==> config.mk <==
export PLATFORM = sky130hd
export DESIGN_NAME = sso_top
export DESIGN_NICKNAME = d
export VERILOG_FILES = /design/src/hw/sso_pkg.sv /design/src/hw/sso_cmp_if.sv /design/src/hw/sso_cmp.sv /design/src/hw/sso_map.sv /design/src/hw/sso_top.sv
export SDC_FILE = /design/constraint.sdc
export NUM_CORES = 1
export LEC_CHECK = 0
export ABC_AREA = 1
export BUFFER_PORTS_ARGS = -buffer_cell sky130_fd_sc_hd__buf_4
export CORE_MARGIN = 2
export CORE_UTILIZATION = 65
export DETAILED_ROUTE_END_ITERATION = 6
export PLACE_DENSITY_LB_ADDON = 0.25
export SLEW_MARGIN = 20
export SYNTH_ARGS = -nofsm -noshare
export SYNTH_HDL_FRONTEND = slang
export SYNTH_HIERARCHICAL = 1
export SYNTH_SLANG_ARGS = --single-unit
==> constraint.sdc <==
create_clock -name CLK_SYS -period 10.74 [get_ports CLK_SYS]
set_input_delay 2.148 -clock CLK_SYS [delete_from_list [all_inputs] [get_ports CLK_SYS]]
set_output_delay 2.148 -clock CLK_SYS [all_outputs]
set_load 0.1 [all_outputs]
==> src/hw/sso_pkg.sv <==
// Purpose: Constants for the servo status and enable block
// Assumes: 32-bit classic Wishbone register bus, byte addresses
// Notes:   Offsets, reset values and field positions live here
package sso_pkg;
	localparam int DW = 32;
	localparam int AW = 8;
	localparam int VW = 16;

	localparam logic [AW-1:0] OFS_CTRL    = 8'h00;
	localparam logic [AW-1:0] OFS_DONE_W  = 8'h04;
	localparam logic [AW-1:0] OFS_MATCH   = 8'h08;
	localparam logic [AW-1:0] OFS_RUN_LVL = 8'h0C;
	localparam logic [AW-1:0] OFS_OSEL1   = 8'h10;
	localparam logic [AW-1:0] OFS_STATUS  = 8'h14;
	localparam logic [AW-1:0] OFS_RUN_MON = 8'h18;

	localparam int CTRL_MAP_LSB  = 0;
	localparam int CTRL_MODE_LSB = 4;
	localparam int CTRL_SERIAL   = 6;

	localparam logic [3:0]  EN_MAP_HONOUR = 4'h0;
	localparam logic [3:0]  EN_MAP_FORCED = 4'h7;
	localparam logic [3:0]  RST_EN_MAP    = 4'h8;
	localparam logic [7:0]  DONE_W_MAX    = 8'hFA;
	localparam logic [7:0]  RST_DONE_W    = 8'h07;
	localparam logic [15:0] RST_MATCH     = 16'h000A;
	localparam logic [15:0] RST_RUN_LVL   = 16'h0014;
	localparam logic [15:0] RST_OSEL1     = 16'h0000;

	typedef enum logic [1:0] {
		SSO_MODE_POS,
		SSO_MODE_SPEED,
		SSO_MODE_TORQUE,
		SSO_MODE_RSVD
	} sso_mode_t;
	localparam sso_mode_t RST_MODE = SSO_MODE_POS;
endpackage

==> src/hw/sso_cmp_if.sv <==
// Purpose: Carries one threshold comparison between modules
// Assumes: Values are signed two's complement
// Notes:   above selects greater-than, otherwise at-or-below
`timescale 1ns/1ns
interface sso_cmp_if;
	logic signed [15:0] a;
	logic signed [15:0] b;
	logic        [15:0] limit;
	logic               above;
	logic               hit;
	modport user (output a, output b, output limit, output above,
		input hit);
	modport cmp (input a, input b, input limit, input above,
		output hit);
endinterface

==> src/hw/sso_cmp.sv <==
// Purpose: Magnitude of a difference compared against a limit
// Assumes: Combinational; the caller registers the result
// Notes:   No hysteresis
`timescale 1ns/1ns
module sso_cmp (
	sso_cmp_if.cmp c
);
	logic signed [16:0] diff;
	logic        [16:0] mag;

	always_comb begin
		diff = 17'(c.a) - 17'(c.b);
		mag  = diff[16] ? 17'(-diff) : 17'(diff);
		c.hit = c.above ? (mag > {1'b0, c.limit})
			: (mag <= {1'b0, c.limit});
	end
endmodule // sso_cmp

==> src/hw/sso_map.sv <==
// Purpose: Allocates status flags onto the three output pairs
// Assumes: Flags active high; select nibble 0 means default pair
// Notes:   Several flags on one pair are ORed
`timescale 1ns/1ns
module sso_map (
	input  wire logic        slot_flag,
	input  wire logic        run_flag,
	input  wire logic [3:0]  slot_sel,
	input  wire logic [3:0]  run_sel,
	output      logic [2:0]  pair
);
	logic [2:0] slot_hot;
	logic [2:0] run_hot;

	always_comb begin
		slot_hot = 3'h0;
		run_hot  = 3'h0;
		unique case (slot_sel)
			4'h0, 4'h1: slot_hot = 3'h1;
			4'h2:       slot_hot = 3'h2;
			4'h3:       slot_hot = 3'h4;
			default:    slot_hot = 3'h0;
		endcase
		unique case (run_sel)
			4'h1:       run_hot = 3'h1;
			4'h0, 4'h2: run_hot = 3'h2;
			4'h3:       run_hot = 3'h4;
			default:    run_hot = 3'h0;
		endcase
		pair = ({3{slot_flag}} & slot_hot) | ({3{run_flag}} & run_hot);
	end
endmodule // sso_map

==> src/hw/sso_top.sv <==
// Purpose: Servo enable and status outputs with Wishbone registers
// Assumes: Error and speed inputs come from logic on CLK_SYS
// Notes:   Status outputs are active low and follow inputs by one clock
//
// Contract
// Enable pin is active low: low enables the motor, high disables it.
// Map 0 honours the enable pin; map 7 forces the servo enabled.
// Done output low while position error within width, high otherwise.
// Done width ranges 0 to 250 and resets to 7.
// Width counts gear pulses, or position units under serial commands.
// Shared slot: done in position, match in speed, asserted in torque.
// Match output low while speed error within setting, high otherwise.
// Running output low while motor speed above level, else high.
// Running is shown on output, in status and in the monitor view.
// First output select resets to zero: slot on pair 1, running pair 2.
// Host starts and stops motion by references, not by enable.
// Signals sharing one output pair are ORed.
// Comparisons are re-evaluated every clock, without hysteresis.
`timescale 1ns/1ns
module sso_top (
	input  wire logic        CLK_SYS,
	input  wire logic        RST_B,
	input  wire logic        WB_CYC_I,
	input  wire logic        WB_STB_I,
	input  wire logic        WB_WE_I,
	input  wire logic [7:0]  WB_ADR_I,
	input  wire logic [3:0]  WB_SEL_I,
	input  wire logic [31:0] WB_DAT_I,
	output      logic [31:0] WB_DAT_O,
	output      logic        WB_ACK_O,
	input  wire logic        SERVO_ON_N,
	input  wire logic [15:0] POS_ERR_PULSE,
	input  wire logic [15:0] POS_ERR_UNIT,
	input  wire logic [15:0] SPEED_REF,
	input  wire logic [15:0] MOTOR_SPEED,
	output      logic        SERVO_ENABLE,
	output      logic        POS_DONE_N,
	output      logic        SPEED_MATCH_N,
	output      logic        RUNNING_N,
	output      logic [2:0]  OUT_PAIR_N
);
	// Configuration registers
	logic [3:0]         enable_input_map;
	sso_pkg::sso_mode_t ctrl_mode;
	logic               serial_cmd;
	logic [7:0]         position_done_width;
	logic [15:0]        match_level;
	logic [15:0]        run_level;
	logic [15:0]        output_select_first;

	// Bus decode
	logic               bus_req;
	logic               wr_now;
	logic [31:0]        cur_word;
	logic [31:0]        wr_word;
	logic [31:0]        next_rdata;

	// Enable input synchroniser
	logic               son_meta;
	logic               son_sync;
	logic               next_enable;

	// Comparison results and slot selection
	sso_cmp_if          done_c ();
	sso_cmp_if          match_c ();
	sso_cmp_if          run_c ();
	logic               slot_flag;
	logic [2:0]         pair_act;
	logic [15:0]        speed_mag;
	logic [15:0]        running_monitor_view;
	logic               pos_done;
	logic               speed_match;
	logic               running;

	// Wishbone classic slave
	assign bus_req = WB_CYC_I & WB_STB_I;
	assign wr_now  = bus_req & WB_WE_I & WB_ACK_O;

	always_ff @(posedge CLK_SYS or negedge RST_B) begin
		if (!RST_B) begin
			WB_ACK_O <= 1'b0;
		end else begin
			WB_ACK_O <= bus_req & ~WB_ACK_O;
		end
	end

	always_comb begin
		cur_word = 32'h0000_0000;
		unique case (WB_ADR_I)
			sso_pkg::OFS_CTRL: begin
				cur_word[sso_pkg::CTRL_MAP_LSB +: 4] = enable_input_map;
				cur_word[sso_pkg::CTRL_MODE_LSB +: 2] = ctrl_mode;
				cur_word[sso_pkg::CTRL_SERIAL] = serial_cmd;
			end
			sso_pkg::OFS_DONE_W:  cur_word[7:0]  = position_done_width;
			sso_pkg::OFS_MATCH:   cur_word[15:0] = match_level;
			sso_pkg::OFS_RUN_LVL: cur_word[15:0] = run_level;
			sso_pkg::OFS_OSEL1:   cur_word[15:0] = output_select_first;
			sso_pkg::OFS_STATUS: begin
				cur_word[0] = pos_done;
				cur_word[1] = speed_match;
				cur_word[2] = running;
				cur_word[3] = SERVO_ENABLE;
				cur_word[6:4] = pair_act;
			end
			sso_pkg::OFS_RUN_MON: begin
				cur_word[15:0] = running_monitor_view;
				cur_word[16] = running;
			end
			default: cur_word = 32'h0000_0000;
		endcase
	end

	// Byte lanes not selected keep the stored value
	always_comb begin
		for (int i = 0; i < 4; i++) begin
			wr_word[8*i +: 8] = WB_SEL_I[i] ? WB_DAT_I[8*i +: 8]
				: cur_word[8*i +: 8];
		end
	end

	assign next_rdata = cur_word;

	always_ff @(posedge CLK_SYS or negedge RST_B) begin
		if (!RST_B) begin
			WB_DAT_O <= 32'h0000_0000;
		end else if (bus_req & ~WB_ACK_O & ~WB_WE_I) begin
			WB_DAT_O <= next_rdata;
		end
	end

	// Control register
	always_ff @(posedge CLK_SYS or negedge RST_B) begin
		if (!RST_B) begin
			enable_input_map <= sso_pkg::RST_EN_MAP;
			ctrl_mode        <= sso_pkg::RST_MODE;
			serial_cmd       <= 1'b0;
		end else if (wr_now && WB_ADR_I == sso_pkg::OFS_CTRL) begin
			enable_input_map <= wr_word[sso_pkg::CTRL_MAP_LSB +: 4];
			ctrl_mode <= sso_pkg::sso_mode_t'(
				wr_word[sso_pkg::CTRL_MODE_LSB +: 2]);
			serial_cmd <= wr_word[sso_pkg::CTRL_SERIAL];
		end
	end

	// Done width saturates at its top value
	always_ff @(posedge CLK_SYS or negedge RST_B) begin
		if (!RST_B) begin
			position_done_width <= sso_pkg::RST_DONE_W;
		end else if (wr_now && WB_ADR_I == sso_pkg::OFS_DONE_W) begin
			if (wr_word[7:0] > sso_pkg::DONE_W_MAX) begin
				position_done_width <= sso_pkg::DONE_W_MAX;
			end else begin
				position_done_width <= wr_word[7:0];
			end
		end
	end

	always_ff @(posedge CLK_SYS or negedge RST_B) begin
		if (!RST_B) begin
			match_level <= sso_pkg::RST_MATCH;
		end else if (wr_now && WB_ADR_I == sso_pkg::OFS_MATCH) begin
			match_level <= wr_word[15:0];
		end
	end

	always_ff @(posedge CLK_SYS or negedge RST_B) begin
		if (!RST_B) begin
			run_level <= sso_pkg::RST_RUN_LVL;
		end else if (wr_now && WB_ADR_I == sso_pkg::OFS_RUN_LVL) begin
			run_level <= wr_word[15:0];
		end
	end

	always_ff @(posedge CLK_SYS or negedge RST_B) begin
		if (!RST_B) begin
			output_select_first <= sso_pkg::RST_OSEL1;
		end else if (wr_now && WB_ADR_I == sso_pkg::OFS_OSEL1) begin
			output_select_first <= wr_word[15:0];
		end
	end

	// Enable pin passes two flops before use
	always_ff @(posedge CLK_SYS or negedge RST_B) begin
		if (!RST_B) begin
			son_meta <= 1'b1;
			son_sync <= 1'b1;
		end else begin
			son_meta <= SERVO_ON_N;
			son_sync <= son_meta;
		end
	end

	// Any map other than the forced value follows the pin
	always_comb begin
		if (enable_input_map == sso_pkg::EN_MAP_FORCED) begin
			next_enable = 1'b1;
		end else begin
			next_enable = ~son_sync;
		end
	end

	always_ff @(posedge CLK_SYS or negedge RST_B) begin
		if (!RST_B) begin
			SERVO_ENABLE <= 1'b0;
		end else begin
			SERVO_ENABLE <= next_enable;
		end
	end

	// Position error in gear pulses or in position units
	assign done_c.a     = serial_cmd ? POS_ERR_UNIT : POS_ERR_PULSE;
	assign done_c.b     = 16'sh0000;
	assign done_c.limit = {8'h00, position_done_width};
	assign done_c.above = 1'b0;

	assign match_c.a     = SPEED_REF;
	assign match_c.b     = MOTOR_SPEED;
	assign match_c.limit = match_level;
	assign match_c.above = 1'b0;

	assign run_c.a     = MOTOR_SPEED;
	assign run_c.b     = 16'sh0000;
	assign run_c.limit = run_level;
	assign run_c.above = 1'b1;

	sso_cmp u_done (
		.c (done_c.cmp)
	);

	sso_cmp u_match (
		.c (match_c.cmp)
	);

	sso_cmp u_run (
		.c (run_c.cmp)
	);

	// Compare results are captured each clock
	always_ff @(posedge CLK_SYS or negedge RST_B) begin
		if (!RST_B) begin
			pos_done    <= 1'b0;
			speed_match <= 1'b0;
			running     <= 1'b0;
		end else begin
			pos_done    <= done_c.hit;
			speed_match <= match_c.hit;
			running     <= run_c.hit;
		end
	end

	assign speed_mag = MOTOR_SPEED[15] ? 16'(-MOTOR_SPEED) : MOTOR_SPEED;

	always_ff @(posedge CLK_SYS or negedge RST_B) begin
		if (!RST_B) begin
			running_monitor_view <= 16'h0000;
		end else begin
			running_monitor_view <= speed_mag;
		end
	end

	// Shared slot content depends on control mode
	always_comb begin
		unique case (ctrl_mode)
			sso_pkg::SSO_MODE_POS:    slot_flag = done_c.hit;
			sso_pkg::SSO_MODE_SPEED:  slot_flag = match_c.hit;
			sso_pkg::SSO_MODE_TORQUE: slot_flag = 1'b1;
			default:                  slot_flag = done_c.hit;
		endcase
	end

	sso_map u_map (
		.slot_flag (slot_flag),
		.run_flag  (run_c.hit),
		.slot_sel  (output_select_first[3:0]),
		.run_sel   (output_select_first[7:4]),
		.pair      (pair_act)
	);

	// Active-low pins, all from flops
	always_ff @(posedge CLK_SYS or negedge RST_B) begin
		if (!RST_B) begin
			POS_DONE_N    <= 1'b1;
			SPEED_MATCH_N <= 1'b1;
			RUNNING_N     <= 1'b1;
			OUT_PAIR_N    <= 3'h7;
		end else begin
			POS_DONE_N    <= ~done_c.hit;
			SPEED_MATCH_N <= ~match_c.hit;
			RUNNING_N     <= ~run_c.hit;
			OUT_PAIR_N    <= ~pair_act;
		end
	end
endmodule // sso_top

==> summary.txt <==
Placed design
  • RD Place Congestion: 0.947
  • Total of buffers placed on input and output ports: 120
  • Cell area reported after detailed placement: 0.0129 sq mm
  • Total half-perimeter wirelength after legalization and detailed placement: 25400 um
  • Minimum setup slack after placement: 3470 ps

Synth
  • Synthesized flop and latch total: 109
  • Commonest cells in the synthesized netlist: sky130_fd_sc_hd__nand2_1 (531), sky130_fd_sc_hd__inv_1 (313), sky130_fd_sc_hd__nor2_1 (135), sky130_fd_sc_hd__nand3_1 (117), sky130_fd_sc_hd__ha_1 (102)
  • Compound-cell area share of the yosys netlist: 9.34%
  • Combinational family with the most area after synthesis: simple AND/OR/NAND/NOR gates
  • Post-synthesis share of cell area spent on full adders, half adders and majority gates: 11.3%
  • Post-synth top area cell: sky130_fd_sc_hd__dfrtp_1
  • Async set-reset flop share out of synthesis: 100%
  • Synthesis Warnings: 6
  • Post-synth top flop: sky130_fd_sc_hd__dfrtp_1
  • Summed instance area of the synthesized netlist: 0.0118 sq mm
  • Gate count after technology mapping: 1798
  • XOR/XNOR Fraction of Synth Area: 4.29%
  • Leading cell type by number of instances after synthesis: sky130_fd_sc_hd__nand2_1
  • Post-synth EDFFs: 0
  • Number of distinct standard cells referenced by the synthesized netlist: 52
  • Share of synthesized cell area in and, or, nand and nor gates: 36.9%
  • Syn_area_per_cell: 6.57 sq um
  • Multiplexer share of the synthesized area: 1.52%
  • Sequential share of the synthesized area: 23.3%
  • Top cells by area, synth: sky130_fd_sc_hd__dfrtp_1 (20%), sky130_fd_sc_hd__nand2_1 (17%), sky130_fd_sc_hd__ha_1 (11%), sky130_fd_sc_hd__inv_1 (9.9%), sky130_fd_sc_hd__nand3_1 (5.0%)
  • Top-area cell type share of the netlist area: 19.7%

Detailed routing
  • Detailed-route wire length per cell: 14.4 um
  • Remaining design rule violation count: 0
  • Via density: 5.40
  • Total via count in the routed design: 11.8k
  • DR iter-0 viols: 1014
  • Final routed wirelength across all metal layers: 31300 um
  • Length of the first detailed-routing pass in iterations: 6
  • Post-route ant nets: 0

Clock network
  • Clock buffer depth: 2
  • Worst-skew pair later-pin latency: 360 ps
  • Maximum level of the CTS H-tree: 3
  • # hold bufs at CTS: 0
  • Post_cts resized: 0
  • Clock input transition at the sequential cells of the worst setup and hold paths: 70 ps
  • Post-CTS setup buffer count: 0
  • CTS root buffer: sky130_fd_sc_hd__clkbuf_16
  • Number of CTS-inserted buffers: 9
  • CTS sink count: 109
  • CTS tree: built

Setup path
  • Standard cell with the maximum stage delay on the critical path: sky130_fd_sc_hd__fa_1
  • Kind of launch point of the worst setup path: input pin
  • Internal reg-to-reg setup slack: 4680 ps
  • Crit path largest cell delay: 410 ps
  • Crit. Startpoint: MOTOR_SPEED[0]
  • Total buffers and inverters traversed by the critical path: 4
  • Kind of critical path: in -> reg
  • Gate family responsible for the most delay along the worst path: simple AND/OR/NAND/NOR gates
  • Arrival time at the worst endpoint: 7280 ps
  • Worst R2R Start: serial_cmd
  • Setup crit end kind: flip-flop
  • Worst Path Required: 11030 ps
  • Critical-path maximum fanout: 7
  • CP dominant cell by count: sky130_fd_sc_hd__nand2_1

Worst hold path
  • Worst hold path class: reg -> reg
  • Hold Path Origin: son_meta

STA
  • Final period util: 65.1%
  • Final worst clock skew: 12.5 ps
  • Worst slew margin: 36.9%
  • Fmax: 143 MHz
  • Slew at the pin closest to its max-slew limit: 946 ps
  • Count of endpoints failing setup in the final report: 0
  • Final critical-path setup slack: 3750 ps
  • Number of max-slew violations in the final report: 0
  • Setup Total Neg Slack: 0 ps
  • Setup repair after global routing missed its margin: no
  • Hold violation count in the final report: 0
  • Min cycle time layout: 6990 ps

Global routing
  • Layer carrying the most global-route usage: met2
  • First-pass GRT wire length: 51200 um
  • Met3 usage: 4.07%
  • Met1 Track Usage GR: 40.1%
  • Total global-route track usage: 32.0%
  • Antenna violations before repair: 0
  • Total congestion overflow after global routing: 0
  • Met2 capacity usage during global routing: 56.7%
  • Number of global-route vias before repair: 11.0k
  • Maximum number of pins on one net before global-route repair: 60

Floorplan
  • Core footprint: 0.0179 sq mm
  • Num ports: 154
  • Die Footprint: 0.0193 sq mm
  • Number of standard-cell rows in the floorplan: 49
  • DIE WIDTH: 139 um
  • Die H: 139 um
  • Starting utilization of the core area: 66.0%

Final layout
  • Final-stage net count: 2166
  • Fraction of layout instances using a drive strength above 1: 16.9%
  • Diodes inserted: 0
  • Post-route design area: 0.0132 sq mm
  • Layout area overhead: 12.1%
  • Core utilization of the finished layout: 74.0%

Power and ir drop
  • Final Total Pwr: 1.56 mW
  • Ratio of total power to cell area: 118 mW/mm^2
  • Static leakage power: 7.18 nW
  • Worst IR Drop VDD: 0.121 mV

Job
  • Max Cap Viol: 0

Status
  • Outcome: complete, no violations
==> cells in the final DEF, fill, tap and decap left out, types with 16 or more instances in the layout <==
cell type,instances
sky130_fd_sc_hd__ha_1,102
sky130_fd_sc_hd__nand3_2,18
sky130_fd_sc_hd__dfstp_2,16
sky130_fd_sc_hd__dfrtp_1,93
sky130_fd_sc_hd__nand2_2,49
sky130_fd_sc_hd__conb_1,63
sky130_fd_sc_hd__buf_4,121
sky130_fd_sc_hd__nand4_1,18
sky130_fd_sc_hd__o21ai_1,66
sky130_fd_sc_hd__inv_1,313
sky130_fd_sc_hd__a21oi_1,47
sky130_fd_sc_hd__o21ai_0,25
sky130_fd_sc_hd__mux2_2,16
sky130_fd_sc_hd__nor2_1,135
sky130_fd_sc_hd__a22o_1,16
sky130_fd_sc_hd__xor2_1,31
sky130_fd_sc_hd__nand2_1,531
sky130_fd_sc_hd__nand3_1,117
sky130_fd_sc_hd__inv_2,20
sky130_fd_sc_hd__nor2_2,16
==> metal layers <==
| metal | vias up | wire (um) |
|---|---|---|
| li1 | 5837 | - |
| met1 | 5434 | 12900 |
| met2 | 430 | 15300 |
| met3 | 84 | 1890 |
| met4 | 0 | 1160 |
| met5 | - | 0 |
==> state kept, by name, indices dropped and copies added (netlist names), 2 cells and up <==
signal and count:
enable_input_map 4, running_monitor_view 16, match_c.limit 16, position_done_width 8, output_select_first 16, run_c.limit 16
ctrl_mode 2, OUT_PAIR_N 3, WB_DAT_O 17
==> power breakdown <==
| group | internal (mW) | switching (mW) |
|---|---|---|
| logic | 0.256 | 0.520 |
| clock network | 0.170 | 0.165 |
| registers | 0.438 | 0.0122 |
| total | 0.864 | 0.697 |
==> worst reg2reg max path, delay by kind of cell (launching register included) <==
family	cells	cell delay [ps]
buffers and inverters	3	180
adder cells (fa/ha/maj)	2	770
AND/OR/NAND/NOR	33	3210
multiplexers	1	440
XOR/XNOR	1	160
AO/OA/AOI/OAI	3	380
flip-flops	1	870
==> final timing paths <==
check / end / cells past startpoint
max in group asynchronous: run_c.limit[7] / 2
setup / recovery: position_done_width[2] / 45
hold / removal: son_sync / 0
setup reg to reg: position_done_width[2] / 43
hold reg to reg: son_sync / 0
min in group asynchronous: WB_DAT_O[4] / 1
==> cell families (layout without fill, tap and decap cells) <==
group	after synthesis	in the layout
multiplexers	16	16
flip-flops	109	109
AND/OR/NAND/NOR	948	948
adder cells (fa/ha/maj)	105	105
AO/OA/AOI/OAI	186	186
XOR/XNOR	51	51
buffers and inverters	381	474
other	2	63
==> final cells by class <==
class                   instances  area [sq um]
clock buffers                  10           239
clock inverters                 6          67.6
fillers                      1511          4660
inverters                     337          1270
multi-input cells            1369          7720
flip-flops and latches        109          2750
well taps                     229           287
repair buffers                121           908
==> per-stage QoR <==
stage,hold slack (ps),std cells
floorplan,345,1859
global placement,354,2165
detailed placement,348,2165
CTS,362,2181
global route,368,2181
finish,361,2181
No activity file was read; power rests on OpenSTA's default activity.
